## config.mk

```make
export PLATFORM = sky130hd
export DESIGN_NAME = mswh_handler
export DESIGN_NICKNAME = d
export VERILOG_FILES = /design/src/mswh_pkg.sv /design/src/mswh_handler.sv
export SDC_FILE = /design/constraint.sdc
export NUM_CORES = 1
export LEC_CHECK = 0
export BUFFER_PORTS_ARGS = -buffer_cell sky130_fd_sc_hd__buf_2
export CORE_MARGIN = 1
export CORE_UTILIZATION = 34
export DETAILED_ROUTE_END_ITERATION = 10
export MAX_ROUTING_LAYER = met4
export SYNTH_ARGS = -nofsm -noshare
export SYNTH_HDL_FRONTEND = slang
export SYNTH_SLANG_ARGS = --single-unit
```

## constraint.sdc

```tcl
create_clock -name ref_clk -period 7.9 [get_ports ref_clk]
set_clock_uncertainty 0.2 [all_clocks]
set_input_delay 1.185 -clock ref_clk [delete_from_list [all_inputs] [get_ports ref_clk]]
set_output_delay 1.185 -clock ref_clk [all_outputs]
set_load 0.05 [all_outputs]
```

## src/mswh_pkg.sv

```systemverilog
/*
  shared constants, state encoding and crc step for the single-write query handler.
  assumes modbus rtu byte framing; no register bus, no second clock.
*/
package mswh_pkg;

  // ----------------------------------------------------------------
  // function codes, addresses and exception codes
  // ----------------------------------------------------------------
  localparam logic [7:0]  FN_WR_COIL     = 8'h05;
  localparam logic [7:0]  FN_WR_REG      = 8'h06;
  localparam logic [7:0]  BCAST_ADDR     = 8'h00;
  localparam logic [7:0]  EXC_FLAG       = 8'h80;
  localparam logic [7:0]  EXC_ILL_FUNC   = 8'h01;
  localparam logic [7:0]  EXC_ILL_ADDR   = 8'h02;
  localparam logic [7:0]  EXC_ILL_DATA   = 8'h03;
  localparam logic [7:0]  COIL_ON_HI     = 8'hff;
  localparam logic [7:0]  COIL_OFF_HI    = 8'h00;
  localparam logic [7:0]  COIL_DATA_LO   = 8'h00;
  localparam logic [7:0]  SRC_SERIAL     = 8'h03;

  // ----------------------------------------------------------------
  // item numbers, reset values, frame sizes
  // ----------------------------------------------------------------
  localparam logic [15:0] ITEM_OFFSET    = 16'h0001;
  localparam logic [15:0] RUN_COIL_NUM   = 16'h0001;
  localparam logic [15:0] BASE_FREQ_REG  = 16'h1203;
  localparam logic [15:0] BASE_FREQ_RST  = 16'h0032;
  localparam logic        RUN_COIL_RST   = 1'b0;
  localparam logic [15:0] CRC_INIT       = 16'hffff;
  localparam logic [15:0] CRC_POLY       = 16'ha001;
  localparam logic [3:0]  FRAME_LEN      = 4'h8;
  localparam logic [3:0]  EXC_LEN        = 4'h5;
  localparam logic [3:0]  CNT_OVER       = 4'h9;

  // ----------------------------------------------------------------
  // frame engine states
  // ----------------------------------------------------------------
  typedef enum logic [2:0] {
    ST_RECV = 3'b001,
    ST_EXEC = 3'b010,
    ST_SEND = 3'b100
  } mswh_state_t;

  // one byte through the reflected crc-16 (lsb first)
  function automatic logic [15:0] mswh_crc_byte(input logic [15:0] crc, input logic [7:0] b);
    logic [15:0] c;
    c = crc ^ {8'h00, b};
    for (int k = 0; k < 8; k++)
    begin
      c = c[0] ? ((c >> 1) ^ CRC_POLY) : (c >> 1);
    end
    return c;
  endfunction

endpackage

```

## src/mswh_handler.sv

```systemverilog
/*
  single coil / single register write query handler: collects an rtu frame,
  checks crc and address, applies the write, echoes or sends an exception.
  assumes an outer byte receiver that flags the inter-frame gap with rx_frame_end
  (never in the same cycle as rx_valid) and a byte transmitter with tx_valid/tx_ready.
*/
// Contract
// - function 05h writes one coil chosen by the coil number field.
// - coil data ff00h switches on, 0000h switches off.
// - function 06h writes one 16-bit value, upper byte first, to one register.
// - transmitted item number is one less; device adds one before writing.
// - broadcast single writes never produce any reply frame.
// - a write that cannot be done returns an exception reply instead.
// - frame is address, function, item, data, then crc-16.
// - coil 1 is the run command, on starts and off stops.
// - run command acts only while source select equals 03.
// - register 1203h holds base frequency, unsigned, one hertz per step.
`timescale 1ns/1ps
module mswh_handler
  import mswh_pkg::*;
(
  input  wire logic        ref_clk,                    // system clock, 125 MHz
  input  wire logic        rst,                        // synchronous reset, active high
  input  wire logic [7:0]  own_addr,                   // this slave's address
  input  wire logic        rx_valid,                   // received byte strobe
  input  wire logic [7:0]  rx_data,                    // received byte
  input  wire logic        rx_frame_end,               // silent gap seen, frame closed
  output logic             tx_valid,                   // reply byte offered
  output logic [7:0]       tx_data,                    // reply byte
  output logic             tx_last,                    // last byte of reply
  input  wire logic        tx_ready,                   // transmitter takes byte
  input  wire logic [7:0]  run_command_source_select,  // run source setting
  output logic             run_coil,                   // coil 1 state
  output logic             run_cmd,                    // effective run command
  output logic [15:0]      base_frequency_setting      // base frequency in hertz
);

  // ----------------------------------------------------------------
  // state
  // ----------------------------------------------------------------
  mswh_state_t  state_q,   state_d;
  logic [3:0]   cnt_q,     cnt_d;
  logic [15:0]  crc_q,     crc_d;
  logic [7:0]   buf_q [FRAME_LEN];
  logic [7:0]   buf_d [FRAME_LEN];
  logic [3:0]   idx_q,     idx_d;
  logic [15:0]  txcrc_q,   txcrc_d;
  logic         exc_q,     exc_d;
  logic [7:0]   code_q,    code_d;
  logic         txv_q,     txv_d;
  logic [7:0]   txd_q,     txd_d;
  logic         coil_q,    coil_d;
  logic [15:0]  freq_q,    freq_d;

  // decoded query fields
  logic [7:0]   fn;
  logic [15:0]  item;
  logic [15:0]  wdata;
  logic         bcast;
  logic         dec_exc;
  logic [7:0]   dec_code;
  logic         wr_coil;
  logic         coil_val;
  logic         wr_freq;

  // picks the reply byte at position i
  function automatic logic [7:0] reply_byte(input logic [3:0] i, input logic x,
                                            input logic [7:0] cd, input logic [15:0] c);
    logic [7:0] b;
    b = buf_q[i[2:0]];
    if (x)
    begin
      unique case (i)
        4'h0:    b = buf_q[0];
        4'h1:    b = buf_q[1] | EXC_FLAG;
        4'h2:    b = cd;
        4'h3:    b = c[7:0];
        default: b = c[15:8];
      endcase
    end
    return b;
  endfunction

  // ----------------------------------------------------------------
  // query decode
  // ----------------------------------------------------------------
  // field split and item number adjustment
  always_comb
  begin
    fn       = buf_q[1];
    item     = {buf_q[2], buf_q[3]} + ITEM_OFFSET;
    wdata    = {buf_q[4], buf_q[5]};
    bcast    = (buf_q[0] == BCAST_ADDR);
    dec_exc  = 1'b0;
    dec_code = 8'h00;
    wr_coil  = 1'b0;
    coil_val = 1'b0;
    wr_freq  = 1'b0;
    if (fn == FN_WR_COIL)
    begin
      if (item != RUN_COIL_NUM)
      begin
        dec_exc  = 1'b1;
        dec_code = EXC_ILL_ADDR;
      end
      else if ((buf_q[4] == COIL_ON_HI || buf_q[4] == COIL_OFF_HI) && buf_q[5] == COIL_DATA_LO)
      begin
        wr_coil  = 1'b1;
        coil_val = (buf_q[4] == COIL_ON_HI);
      end
      else
      begin
        dec_exc  = 1'b1;
        dec_code = EXC_ILL_DATA;
      end
    end
    else if (fn == FN_WR_REG)
    begin
      if (item == BASE_FREQ_REG)
      begin
        wr_freq  = 1'b1;
      end
      else
      begin
        dec_exc  = 1'b1;
        dec_code = EXC_ILL_ADDR;
      end
    end
    else
    begin
      dec_exc  = 1'b1;
      dec_code = EXC_ILL_FUNC;
    end
  end

  // ----------------------------------------------------------------
  // drive settings
  // ----------------------------------------------------------------
  // coil and base frequency update in the execute cycle
  always_comb
  begin
    coil_d = (state_q == ST_EXEC && wr_coil) ? coil_val : coil_q;
    freq_d = (state_q == ST_EXEC && wr_freq) ? wdata : freq_q;
  end

  always_ff @(posedge ref_clk)
  begin
    if (rst)
    begin
      coil_q <= RUN_COIL_RST;
      freq_q <= BASE_FREQ_RST;
    end
    else
    begin
      coil_q <= coil_d;
      freq_q <= freq_d;
    end
  end

  // ----------------------------------------------------------------
  // frame engine
  // ----------------------------------------------------------------
  // receive, execute and send
  always_comb
  begin
    state_d = state_q;
    cnt_d   = cnt_q;
    crc_d   = crc_q;
    buf_d   = buf_q;
    idx_d   = idx_q;
    txcrc_d = txcrc_q;
    exc_d   = exc_q;
    code_d  = code_q;
    txv_d   = txv_q;
    txd_d   = txd_q;
    unique case (state_q)
      ST_RECV:
      begin
        if (rx_valid)
        begin
          if (cnt_q < FRAME_LEN)
          begin
            buf_d[cnt_q[2:0]] = rx_data;
          end
          cnt_d = (cnt_q == CNT_OVER) ? CNT_OVER : cnt_q + 4'h1;
          crc_d = mswh_crc_byte(crc_q, rx_data);
        end
        else if (rx_frame_end)
        begin
          cnt_d = 4'h0;
          crc_d = CRC_INIT;
          if (cnt_q == FRAME_LEN && crc_q == 16'h0000 &&
              (buf_q[0] == own_addr || buf_q[0] == BCAST_ADDR))
          begin
            state_d = ST_EXEC;
          end
        end
      end
      ST_EXEC:
      begin
        if (bcast)
        begin
          state_d = ST_RECV;
        end
        else
        begin
          state_d = ST_SEND;
          exc_d   = dec_exc;
          code_d  = dec_code;
          idx_d   = 4'h0;
          txcrc_d = CRC_INIT;
          txv_d   = 1'b1;
          txd_d   = reply_byte(4'h0, dec_exc, dec_code, CRC_INIT);
        end
      end
      ST_SEND:
      begin
        if (tx_ready)
        begin
          txcrc_d = (idx_q < 4'h3) ? mswh_crc_byte(txcrc_q, txd_q) : txcrc_q; // head bytes only
          if (tx_last)
          begin
            txv_d   = 1'b0;
            state_d = ST_RECV;
          end
          else
          begin
            idx_d = idx_q + 4'h1;
            txd_d = reply_byte(idx_q + 4'h1, exc_q, code_q, txcrc_d);
          end
        end
      end
      default:
      begin
        state_d = ST_RECV;
        txv_d   = 1'b0;
      end
    endcase
  end

  always_ff @(posedge ref_clk)
  begin
    if (rst)
    begin
      state_q <= ST_RECV;
      cnt_q   <= 4'h0;
      crc_q   <= CRC_INIT;
      buf_q   <= '{default: 8'h00};
      idx_q   <= 4'h0;
      txcrc_q <= CRC_INIT;
      exc_q   <= 1'b0;
      code_q  <= 8'h00;
      txv_q   <= 1'b0;
      txd_q   <= 8'h00;
    end
    else
    begin
      state_q <= state_d;
      cnt_q   <= cnt_d;
      crc_q   <= crc_d;
      buf_q   <= buf_d;
      idx_q   <= idx_d;
      txcrc_q <= txcrc_d;
      exc_q   <= exc_d;
      code_q  <= code_d;
      txv_q   <= txv_d;
      txd_q   <= txd_d;
    end
  end

  // ----------------------------------------------------------------
  // outputs
  // ----------------------------------------------------------------
  // reply stream and drive settings
  assign tx_valid               = txv_q;
  assign tx_data                = txd_q;
  assign tx_last                = txv_q && (idx_q == (exc_q ? EXC_LEN : FRAME_LEN) - 4'h1);
  assign run_coil               = coil_q;
  assign run_cmd                = coil_q && (run_command_source_select == SRC_SERIAL);
  assign base_frequency_setting = freq_q;
endmodule // mswh_handler

```

== Word-level counts from Yosys, hierarchy flattened ==
Index checks and enable logic that the tools add are counted.

* Flip-flop bits (word level): 142
* Bits of input ports: 29
* Output and inout port bits: 28
* Logic and storage cells: 169

* $add $sub $neg: 4
* Magnitude comparators: 5
* Equality and inequality tests: 23
* Mux-type cells: 72
* Bitwise logic cells: 22
* Reduce and logical (&&, ||, !) cells: 24

{| class="wikitable"
|+ Operators by type and width
! operator !! number
|-
| $mux 16 || 21
|-
| $mux 8 || 9
|-
| $bwmux 64 || 1
|-
| $not 2->3 || 16
|-
| $pmux 16 s2 || 1
|-
| $pmux 8 s4 || 1
|-
| $xor 16x8->16 || 2
|-
| $mux 4 || 7
|-
| $bmux 8 s3 || 1
|-
| $demux 8 s3 || 1
|-
| $logic_not 8->1 || 3
|-
| $mux 3 || 6
|-
| $mux 1 || 17
|-
| $add 16x1->16 const B || 1
|-
| $eq 16x13->1 const B || 1
|-
| $eq 8x3->1 const B || 2
|-
| $logic_not 16->1 || 1
|-
| $ne 16x1->1 const B || 1
|-
| $pmux 8 s2 || 1
|-
| $ne 2x2->1 const B || 7
|-
| $pmux 3 s3 || 1
|-
| $add 4x1->4 const B || 2
|-
| $eq 4x2->1 const B || 2
|-
| $eq 4x4->1 const B || 2
|-
| other kinds (26) || 43
|}

== Longest topological paths before layout ==
Gate-level depths: netlist (run 1).

* Word-level depth: 23
* Depth in mapped cells: 12
* Gate-level depth less buffers: 8

== Worst setup path before layout (run 1) ==
OpenSTA, ideal clock, no wires.

* Kind: input-to-output
* Start point: input port run_command_source_select[3]
* End point: output port run_cmd
* Data arrival time: 3207 ps
* Required time: 6515 ps
* Slack: 3308 ps
* Cell stages on the path: 2
* Path buffers: 0
* Cell sequence: or4_1 -> nor4_1

* Word-level cells in the longest chain between the ends: 2

{| class="wikitable"
|+ RTL lines
! what !! RTL line !! text
|-
| start, declared || mswh_handler.sv:32 || <nowiki>input wire logic [7:0] run_command_source_select,</nowiki>
|-
| $eq 8x2->1 || mswh_handler.sv:279 || <nowiki>assign run_cmd = coil_q && (run_command_source_select == SRC_SERIAL);</nowiki>
|-
| $logic_and 1x1->1 || mswh_handler.sv:279 ||
|-
| end, declared || mswh_handler.sv:34 || <nowiki>output logic run_cmd,</nowiki>
|}

Every way passes these cells.

== Worst setup path after layout (run 1) ==
* Start point: register exc_q
* End point: output port tx_last

* Word-level cells in the longest chain between the ends: 4

{| class="wikitable"
|+ RTL lines
! what !! RTL line !! text
|-
| start, declared || mswh_handler.sv:48 || <nowiki>logic exc_q, exc_d;</nowiki>
|-
| start signal, assigned || mswh_handler.sv:251 || <nowiki>exc_q <= 1'b0;</nowiki>
|-
| start signal, assigned || mswh_handler.sv:264 || <nowiki>exc_q <= exc_d;</nowiki>
|-
| $mux 4 || mswh_handler.sv:277 || <nowiki>assign tx_last = txv_q && (idx_q == (exc_q ? EXC_LEN : FRAME_LEN) - 4'h1);</nowiki>
|-
| $sub 4x1->4 || mswh_handler.sv:277 ||
|-
| $eq 4x4->1 || mswh_handler.sv:277 ||
|-
| $logic_and 1x1->1 || mswh_handler.sv:277 ||
|-
| end, declared || mswh_handler.sv:30 || <nowiki>output logic tx_last,</nowiki>
|}

Every way passes these cells.

==> impl_metrics.py, run 1 <==
metrics = {
    "run_status": {
        "run_status": "completed",
    },
    "floorplan": {
        "pin_count": 57,
        "fp.coreArea_mm2": 0.0202,
        "start_util_pct": 34.6,
        "die_h_um": 146,
        "placementRows": 52,
        "die_x_um": 146,
        "dieArea_mm2": 0.0212,
    },
    "layout": {
        "fin_area_mm2": 0.00802,
        "nNetsFinal": 836,
        "final_common_cell": "dfxtp_1",
        "area_growth_pct": 14.4,
        "final_cell_mix": "dfxtp_1, nor2_1, nand2_1, mux2i_1, buf_2",
        "diodes": 0,
        "drive_gt1_share_pct": 15.2,
    },
    "drt": {
        "ant_nets": 0,
        "wirelength_mm": 19.3,
        "viasPerCell": 5.35,
        "wl_per_cell_um": 17.8,
        "vias": 5803,
        "route.detailed.drc": 0,
        "drt_iter0_drc": 504,
        "first_pass_iters": 7,
    },
    "timing": {
        "maxClockFrequency_ghz": 0.262,
        "whs_ns": 0.284,
        "tns_ns": 0,
        "finalSetupViolCount": 0,
        "rsz0062_at_grt": "false",
        "tightest_slew_ns": 1.15,
        "max_slew_margin_pct": 22.8,
        "period_needed_ns": 3.82,
        "finalMaxSlewViolations": 0,
        "fin_crit_sh_pct": 48.3,
        "hold_viol": 0,
    },
    "cts": {
        "clk_pin_slew_worst_paths_ns": 0.06,
        "ctsResizeCount": 0,
        "cts_setup_buffers": 0,
        "cts_tree": "yes",
        "clockRootBuffer": "clkbuf_16",
        "clk_path_buf_depth": 2,
        "hold_buffers": 0,
        "clock-sinks": 136,
        "insertion_delay_ns": 0.43,
        "numCtsBuffers": 17,
        "htreeDepth": 4,
    },
    "setup_path": {
        "cp_slowest_stage_delay_ns": 0.69,
        "end_kind": "output pin",
        "cp.required_ns": 6.51,
        "cp_max_fo": 17,
        "crit_family": "flip-flops",
        "cp_slowest_cell": "dfxtp_1",
        "crit_chain": "or3b_1 > a211oi_1 > buf_2",
        "crit_buf_inv": 1,
        "cp.arrival_ns": 2.43,
        "cp-start-kind": "flop",
        "worstSetupPathType": "reg -> out",
    },
    "logic_synthesis": {
        "synth.net_count": 807,
        "synth_edf_count": 0,
        "avgSynthCellArea_um2": 9.07,
        "synth.distinct_cells": 64,
        "ys_async_sr_fraction_pct": 0,
        "ys_warn_count": 0,
        "synth_area_mm2": 0.00701,
        "netlist_instances": 773,
        "ys_ff_latch": 136,
        "yosysSeqAreaShare_pct": 38.8,
        "synth-main-ff-cell": "dfxtp_1",
    },
    "flow_run": {
        "drv_cap": 0,
    },
    "placed_design": {
        "dpl-instance-area_mm2": 0.00744,
        "portBuffers": 56,
        "place.gp.congestion": 0.855,
        "place_hpwl_mm": 13.6,
    },
    "global_route": {
        "globalRouteOverflowTotal": 0,
        "antenna_found_initial": 0,
        "grt_pass1_wl_mm": 30.8,
        "grt_start_max_net_pins": 102,
        "grt_usage_pct": 19.2,
        "grt_pass1_vias": 5480,
    },
    "min_path": {
        "min_path_type": "reg -> reg",
    },
    "power": {
        "cellLeakagePower_nw": 2.96,
        "peakVddDrop_mv": 0.109,
        "power.density_mw_per_mm2": 217,
    },
}
## metal layers
layer	track usage, %	routed length [µm]
met1	24.7	8950
met2	30.0	9050
met3	3.92	952
met4	6.47	377
met5	-	0
## area by class of cell
type	instances	area (µm²)
Inverter	6	22.5
Clock buffer	20	447
Clock inverter	12	140
Tap cell	270	338
Sequential cell	136	2720
Timing Repair Buffer	63	335
Fill cell	2005	12200
Multi-Input combinational cell	578	4020
## cell usage after synthesis (3+ instances only)
library cell  number  area share [%]
dfxtp_1          136              39
nor2_1            97             5.2
mux2i_1           78              11
nand2_1           78             4.2
xnor2_1           42             5.2
clkbuf_1          39             2.1
a21oi_1           37             2.6
nand3_1           26             1.9
o22ai_1           23             2.1
mux4_2            16             5.1
nor3_1            16             1.1
nor4_1            15             1.3
o21ai_0           14             1.0
buf_2              9            0.64
a211oi_1           8            0.86
nand4_1            8            0.71
o21ai_1            7            0.50
xor2_1             7            0.87
a21o_1             6            0.64
and2_1             6            0.54
nor2b_1            6            0.54
or4_1              6            0.64
a22oi_1            5            0.54
buf_6              5            0.80
ha_1               5            0.89
inv_1              5            0.27
nand3b_1           5            0.54
a222oi_1           4            0.57
and3_1             4            0.36
mux2_2             4            0.64
nand2b_1           4            0.36
o221ai_1           4            0.50
a211o_1            3            0.37
a221oi_1           3            0.37
o2bb2ai_1          3            0.37
or3_1              3            0.27
## through the flow
step	utilization (%)	setup slack, ns	power [mW]	cells
after detailed placement	36.7	4.15	0.959	1053
after floorplan	-	3.31	0.906	773
final	39.6	4.08	1.74	1085
after global routing	39.6	3.98	1.80	1085
after global placement	36.7	4.21	0.957	1053
after CTS	39.6	4.13	1.75	1085
## registers in the layout, indices dropped and copies added (netlist names)
| name | cells |
|---|---|
| base_frequency_setting | 16 |
| state_q | 3 |
| tx_data | 8 |
| idx_q | 4 |
| run_coil | 1 |
| tx_valid | 1 |
| crc_q | 16 |
| fn | 8 |
| code_q | 2 |
| exc_q | 1 |
| buf_q | 56 |
| cnt_q | 4 |
| txcrc_q | 16 |
## final timing paths
kind | from | cells after the start | slack, ns | end
worst max register to register | idx_q[0] | 7 | 4.56 | tx_data[0]
worst max-delay path | exc_q | 3 | 4.08 | tx_last
worst min-delay path | base_frequency_setting[11] | 2 | 0.28 | base_frequency_setting[11]
worst min register to register | base_frequency_setting[11] | 2 | 0.28 | base_frequency_setting[11]
## worst reg2reg max path, delay by kind of cell, from the launching register on
family                     cells  cell delay (ns)
xor gates and xnor gates       1             0.83
and+or+nand+nor                3             0.79
adders and majority gates      1             0.41
buffers and inverters          1             0.35
muxes                          1             0.35
DFF                            1             0.30
## cells by family (layout without fill, tap and decap cells)
| logic type | after synthesis | in the layout | synth area share, % |
|---|---|---|---|
| XOR/XNOR | 54 | 54 | 7.59 |
| multiplexers | 99 | 99 | 17.1 |
| AND/OR/NAND/NOR | 289 | 289 | 19.7 |
| adder cells (fa/ha/maj) | 5 | 5 | 0.892 |
| flip-flops | 136 | 136 | 38.8 |
| buffers and inverters | 59 | 101 | 3.85 |
| AO/OA/AOI/OAI | 131 | 131 | 12.1 |
## where the power goes
part	leakage, nW	switching [mW]	internal (mW)	total (mW)
sequential	1.10	0.0343	0.712	0.746
clock	0.278	0.313	0.477	0.790
combinational	1.59	0.114	0.0875	0.201
Note: power is estimated with default switching activity, not from simulation.
==> run 2: changes to the inputs <==
Clock period 7.9 ns to 3.1 ns, I/O delays scaled along.
==> run 2 against run 1 <==
Global-route usage up 1.1 points. Flip-flop and latch count stayed put. Sequential power grew to 2.5 times the previous value. Critical path depth is 1 higher. Clock power grew to 2.6 times the previous value. Worst hold slack got worse by 0.12 ns. Critical endpoint unchanged.
==> impl_metrics.py, run 2 (synthesis gave the netlist of run 1 again) <==
metrics = {
    "run_status": {
        "run_status": "completed",
    },
    "min_path": {
        "min_path_type": "in -> reg",
    },
    "setup_path": {
        "crit_chain": "buf_4 > or3b_1 > a211oi_2 > buf_2",
        "cp_slowest_cell": "or3b_1",
        "worstSetupPathType": "reg -> out",
        "cp_max_fo": 8,
        "cp_slowest_stage_delay_ns": 0.41,
        "cp.arrival_ns": 2.09,
        "end_kind": "output pin",
        "crit_family": "buffers and inverters",
        "crit_buf_inv": 2,
        "cp.required_ns": 2.43,
        "cp-start-kind": "flop",
    },
    "global_route": {
        "grt_pass1_wl_mm": 32.4,
        "grt_usage_pct": 20.4,
        "antenna_found_initial": 0,
        "grt_pass1_vias": 5611,
        "globalRouteOverflowTotal": 0,
        "grt_start_max_net_pins": 49,
    },
    "cts": {
        "htreeDepth": 4,
        "clockRootBuffer": "clkbuf_16",
        "hold_buffers": 0,
        "clk_path_buf_depth": 2,
        "numCtsBuffers": 17,
        "ctsResizeCount": 0,
        "clock-sinks": 136,
        "cts_tree": "yes",
        "clk_pin_slew_worst_paths_ns": 0.06,
        "insertion_delay_ns": 0.43,
        "cts_setup_buffers": 0,
    },
    "layout": {
        "area_growth_pct": 17.7,
        "layoutNonFillerInstCount": 1111,
        "top_register": "buf_q",
        "drive_gt1_share_pct": 18.1,
        "nNetsFinal": 862,
        "final_cell_mix": "dfxtp_1, nor2_1, nand2_1, mux2i_1, buf_2",
        "final_util_pct": 40.8,
        "diodes": 0,
        "final_common_cell": "dfxtp_1",
        "largest_reg_flops": 56,
    },
    "drt": {
        "route.detailed.drc": 0,
        "wirelength_mm": 20.4,
        "wl_per_cell_um": 18.4,
        "drt_iter0_drc": 487,
        "vias": 5987,
        "ant_nets": 0,
        "first_pass_iters": 7,
        "viasPerCell": 5.39,
    },
    "placed_design": {
        "place_hpwl_mm": 14.4,
        "portBuffers": 56,
        "place.gp.congestion": 0.881,
        "dp_cells": 1079,
    },
    "power": {
        "cellLeakagePower_nw": 3.11,
        "power.density_mw_per_mm2": 545,
        "peakVddDrop_mv": 0.337,
    },
    "floorplan": {
        "die_x_um": 146,
        "dieArea_mm2": 0.0212,
        "fp.coreArea_mm2": 0.0202,
        "placementRows": 52,
        "die_h_um": 146,
        "pin_count": 57,
        "start_util_pct": 34.6,
    },
    "timing": {
        "rsz0062_at_grt": "false",
        "finalMaxSlewViolations": 0,
        "hold_viol": 0,
        "fin_crit_sh_pct": 88.8,
        "tightest_slew_ns": 0.651,
        "period_needed_ns": 2.75,
        "max_slew_margin_pct": 56.2,
        "maxClockFrequency_ghz": 0.363,
        "tns_ns": 0,
        "finalSetupViolCount": 0,
    },
    "flow_run": {
        "drv_cap": 0,
    },
}
[run 2: through the flow]
stage | area [µm²] | setup WS, ns | hold slack, ns | power [mW]
after detailed placement | 7650 | 0.434 | 0.261 | 2.46
after global placement | 7650 | 0.445 | 0.260 | 2.46
after floorplan | 7030 | 0.0450 | 0.255 | 2.31
after global routing | 8250 | 0.192 | 0.162 | 4.66
after CTS | 8250 | 0.341 | 0.149 | 4.52
final | 8250 | 0.348 | 0.161 | 4.50
[run 2: layout make-up]
cell class / instances / area [µm²]
inverters: 6 / 22.5
well taps: 270 / 338
clock buffers: 21 / 460
clock inverters: 11 / 136
multi-input cells: 578 / 4030
flip-flops and latches: 136 / 2720
fillers: 2022 / 12000
repair buffers: 89 / 543
[run 2: path summary, 6_finish.rpt]
kind | to | cells after the start | start | slack, ns
setup / recovery | tx_last | 4 | idx_q[0] | 0.35
hold / removal | crc_q[0] | 2 | rx_valid | 0.16
setup reg to reg | tx_data[0] | 7 | idx_q[1] | 0.41
hold reg to reg | base_frequency_setting[1] | 2 | base_frequency_setting[1] | 0.28
[run 2: worst register-to-register path, stage by stage, from the launching register on]
cell     delay [ns]
dfxtp_1        0.46
inv_1          0.11
ha_1           0.57
mux4_2         0.37
mux2i_1        0.14
nor2_1         0.07
or4_1          0.49
and3_1         0.18
[run 2: layer usage]
| metal | track usage (%) | vias to the layer above | part of all wire, % |
|---|---|---|---|
| li1 | - | 2891 | - |
| met1 | 26.0 | 2894 | 45 |
| met2 | 31.8 | 167 | 47 |
| met3 | 3.51 | 35 | 4.4 |
| met4 | 8.47 | 0 | 2.8 |
| met5 | - | - | 0 |
[run 2: power by group]
group	switching, mW	internal, mW	leakage, nW
logic	0.299	0.239	1.72
registers	0.0796	1.81	1.10
clock network	0.824	1.24	0.286
==> run 3: changes to the inputs <==
Settings changed: RECOVER_POWER set to 25, TNS_END_PERCENT set to 10.
==> run 3 against run 2 <==
Combinational power shrank 2%. Register-to-register slack lost 0.02 ns. Cell count shrank 0.54%. Total power shrank 0.58%. Via count shrank 1.3%. Non-clock buffer count shrank 4. Worst hold slack gained 0.0051 ns. Core utilization shrank 0.48 points. Fmax shrank 3.0%. Sequential share of layout area grew 0.39 points. Flip-flop and latch count is the same. Count of clock-buffer cells in the layout shrank 2. Largest cell class unchanged. Highest routed layer unchanged.
==> impl_metrics.py, run 3 (synthesis gave the netlist of run 1 again) <==
metrics = {
    "cts": {
        "ctsResizeCount": 0,
        "clock-sinks": 136,
        "cts_tree": "yes",
        "hold_buffers": 0,
        "cts_setup_buffers": 0,
        "clk_pin_slew_worst_paths_ns": 0.06,
        "numCtsBuffers": 17,
        "htreeDepth": 4,
        "clk_path_buf_depth": 2,
        "clockRootBuffer": "clkbuf_16",
        "insertion_delay_ns": 0.43,
    },
    "timing": {
        "tns_ns": 0,
        "fin_crit_sh_pct": 91.5,
        "tightest_slew_ns": 0.668,
        "period_needed_ns": 2.84,
        "finalSetupViolCount": 0,
        "max_slew_margin_pct": 55.5,
        "rsz0062_at_grt": "false",
        "hold_viol": 0,
        "finalMaxSlewViolations": 0,
        "maxClockFrequency_ghz": 0.352,
    },
    "layout": {
        "multi_input_area_mm2": 0.00402,
        "final_common_cell": "dfxtp_1",
        "nNetsFinal": 858,
        "drive_gt1_share_pct": 14.1,
        "fillers": 1998,
        "final_cell_mix": "dfxtp_1, nor2_1, nand2_1, mux2i_1, xnor2_1",
        "diodes": 0,
        "top_register": "buf_q",
        "layoutNonFillerInstCount": 1105,
        "seq_area_mm2": 0.00272,
        "largest_reg_flops": 56,
        "area_growth_pct": 16.3,
    },
    "placed_design": {
        "dp_cells": 1075,
        "place.gp.congestion": 0.882,
        "place_hpwl_mm": 14.3,
        "portBuffers": 56,
    },
    "power": {
        "p_seq_share_pct": 42.4,
        "cellLeakagePower_nw": 2.96,
        "pwr-share-comb_pct": 11.8,
        "p_sw_share_pct": 26.0,
        "p_int_mw": 3.31,
        "peakVddDrop_mv": 0.328,
        "power.density_mw_per_mm2": 548,
        "switchingPower_mw": 1.16,
        "pwr-share-clk_pct": 45.7,
    },
    "setup_path": {
        "crit_chain": "buf_4 > or3b_1 > a211oi_2 > buf_2",
        "cp_slowest_stage_delay_ns": 0.42,
        "cp_max_fo": 22,
        "cp.arrival_ns": 2.17,
        "cp_slowest_cell": "or3b_1",
        "worstSetupPathType": "reg -> out",
        "cp.required_ns": 2.43,
        "end_kind": "output pin",
        "cp-start-kind": "flop",
    },
    "floorplan": {
        "pin_count": 57,
        "dieArea_mm2": 0.0212,
        "die_x_um": 146,
        "start_util_pct": 34.6,
        "die_h_um": 146,
        "placementRows": 52,
        "fp.coreArea_mm2": 0.0202,
    },
    "drt": {
        "top_layer_used": "met4",
        "wirelength_mm": 20.1,
        "wl_per_cell_um": 18.2,
        "first_pass_iters": 5,
        "route.detailed.drc": 0,
        "ant_nets": 0,
        "vias": 5910,
        "wl_met1_mm": 9.28,
        "dr_wl_met2_mm": 9.48,
        "drt_iter0_drc": 538,
        "viasPerCell": 5.35,
        "met3WireLength_um": 946,
    },
    "global_route": {
        "grt_pass1_wl_mm": 31.0,
        "grt_pass1_vias": 5304,
        "grt_start_max_net_pins": 62,
        "grt_usage_pct": 19.6,
        "globalRouteOverflowTotal": 0,
        "antenna_found_initial": 0,
    },
    "run_status": {
        "run_status": "completed",
    },
    "flow_run": {
        "drv_cap": 0,
    },
    "min_path": {
        "min_path_type": "in -> reg",
    },
}
[run 3: final cells by class]
cell class	instances	area share, %
clock buffer	19	5.31
clock inverter	11	1.87
inverter	6	0.276
multi-input combinational	578	49.3
sequential	136	33.4
tap	270	4.14
timing repair buffer	85	5.69
[run 3: worst paths after layout]
check	endpoint	slack, ns	cells past startpoint	start
worst max-delay path	tx_last	0.26	4	idx_q[0]
worst min-delay path	crc_q[0]	0.17	2	rx_valid
worst max register to register	tx_data[2]	0.39	8	idx_q[1]
worst min register to register	base_frequency_setting[1]	0.28	2	base_frequency_setting[1]
[run 3: per-layer routing]
metal,vias up,global-route usage [%]
met5,-,-
met4,0,6.95
met3,23,3.13
met2,197,30.7
met1,2798,25.5
li1,2892,-
[run 3: power by group through the flow]
stage | Combinational [mW] | Sequential, mW | Clock, mW
floorplan | 0.405 | 1.90 | 0
global placement | 0.522 | 1.93 | 0
detailed placement | 0.524 | 1.93 | 0
CTS | 0.528 | 1.90 | 2.07
global route | 0.574 | 1.91 | 2.14
finish | 0.528 | 1.90 | 2.05
[run 3: critical path: cells and delay by family (launching register included)]
kind / cells / cell delay [ns]
buf+inv: 2 / 0.59
simple gates: 1 / 0.42
compound gates: 1 / 0.39
flops: 1 / 0.34
[run 3: per-stage QoR]
step / setup WS (ns) / power [mW] / hold slack, ns / cell area (µm²) / util (%)
after floorplan: -0.168 / 2.31 / 0.255 / 7020 / -
after global placement: 0.453 / 2.46 / 0.255 / 7610 / 37.6
after detailed placement: 0.397 / 2.46 / 0.258 / 7610 / 37.6
after CTS: 0.254 / 4.49 / 0.148 / 8190 / 40.5
after global routing: 0.193 / 4.62 / 0.167 / 8160 / 40.3
final: 0.262 / 4.47 / 0.166 / 8160 / 40.3
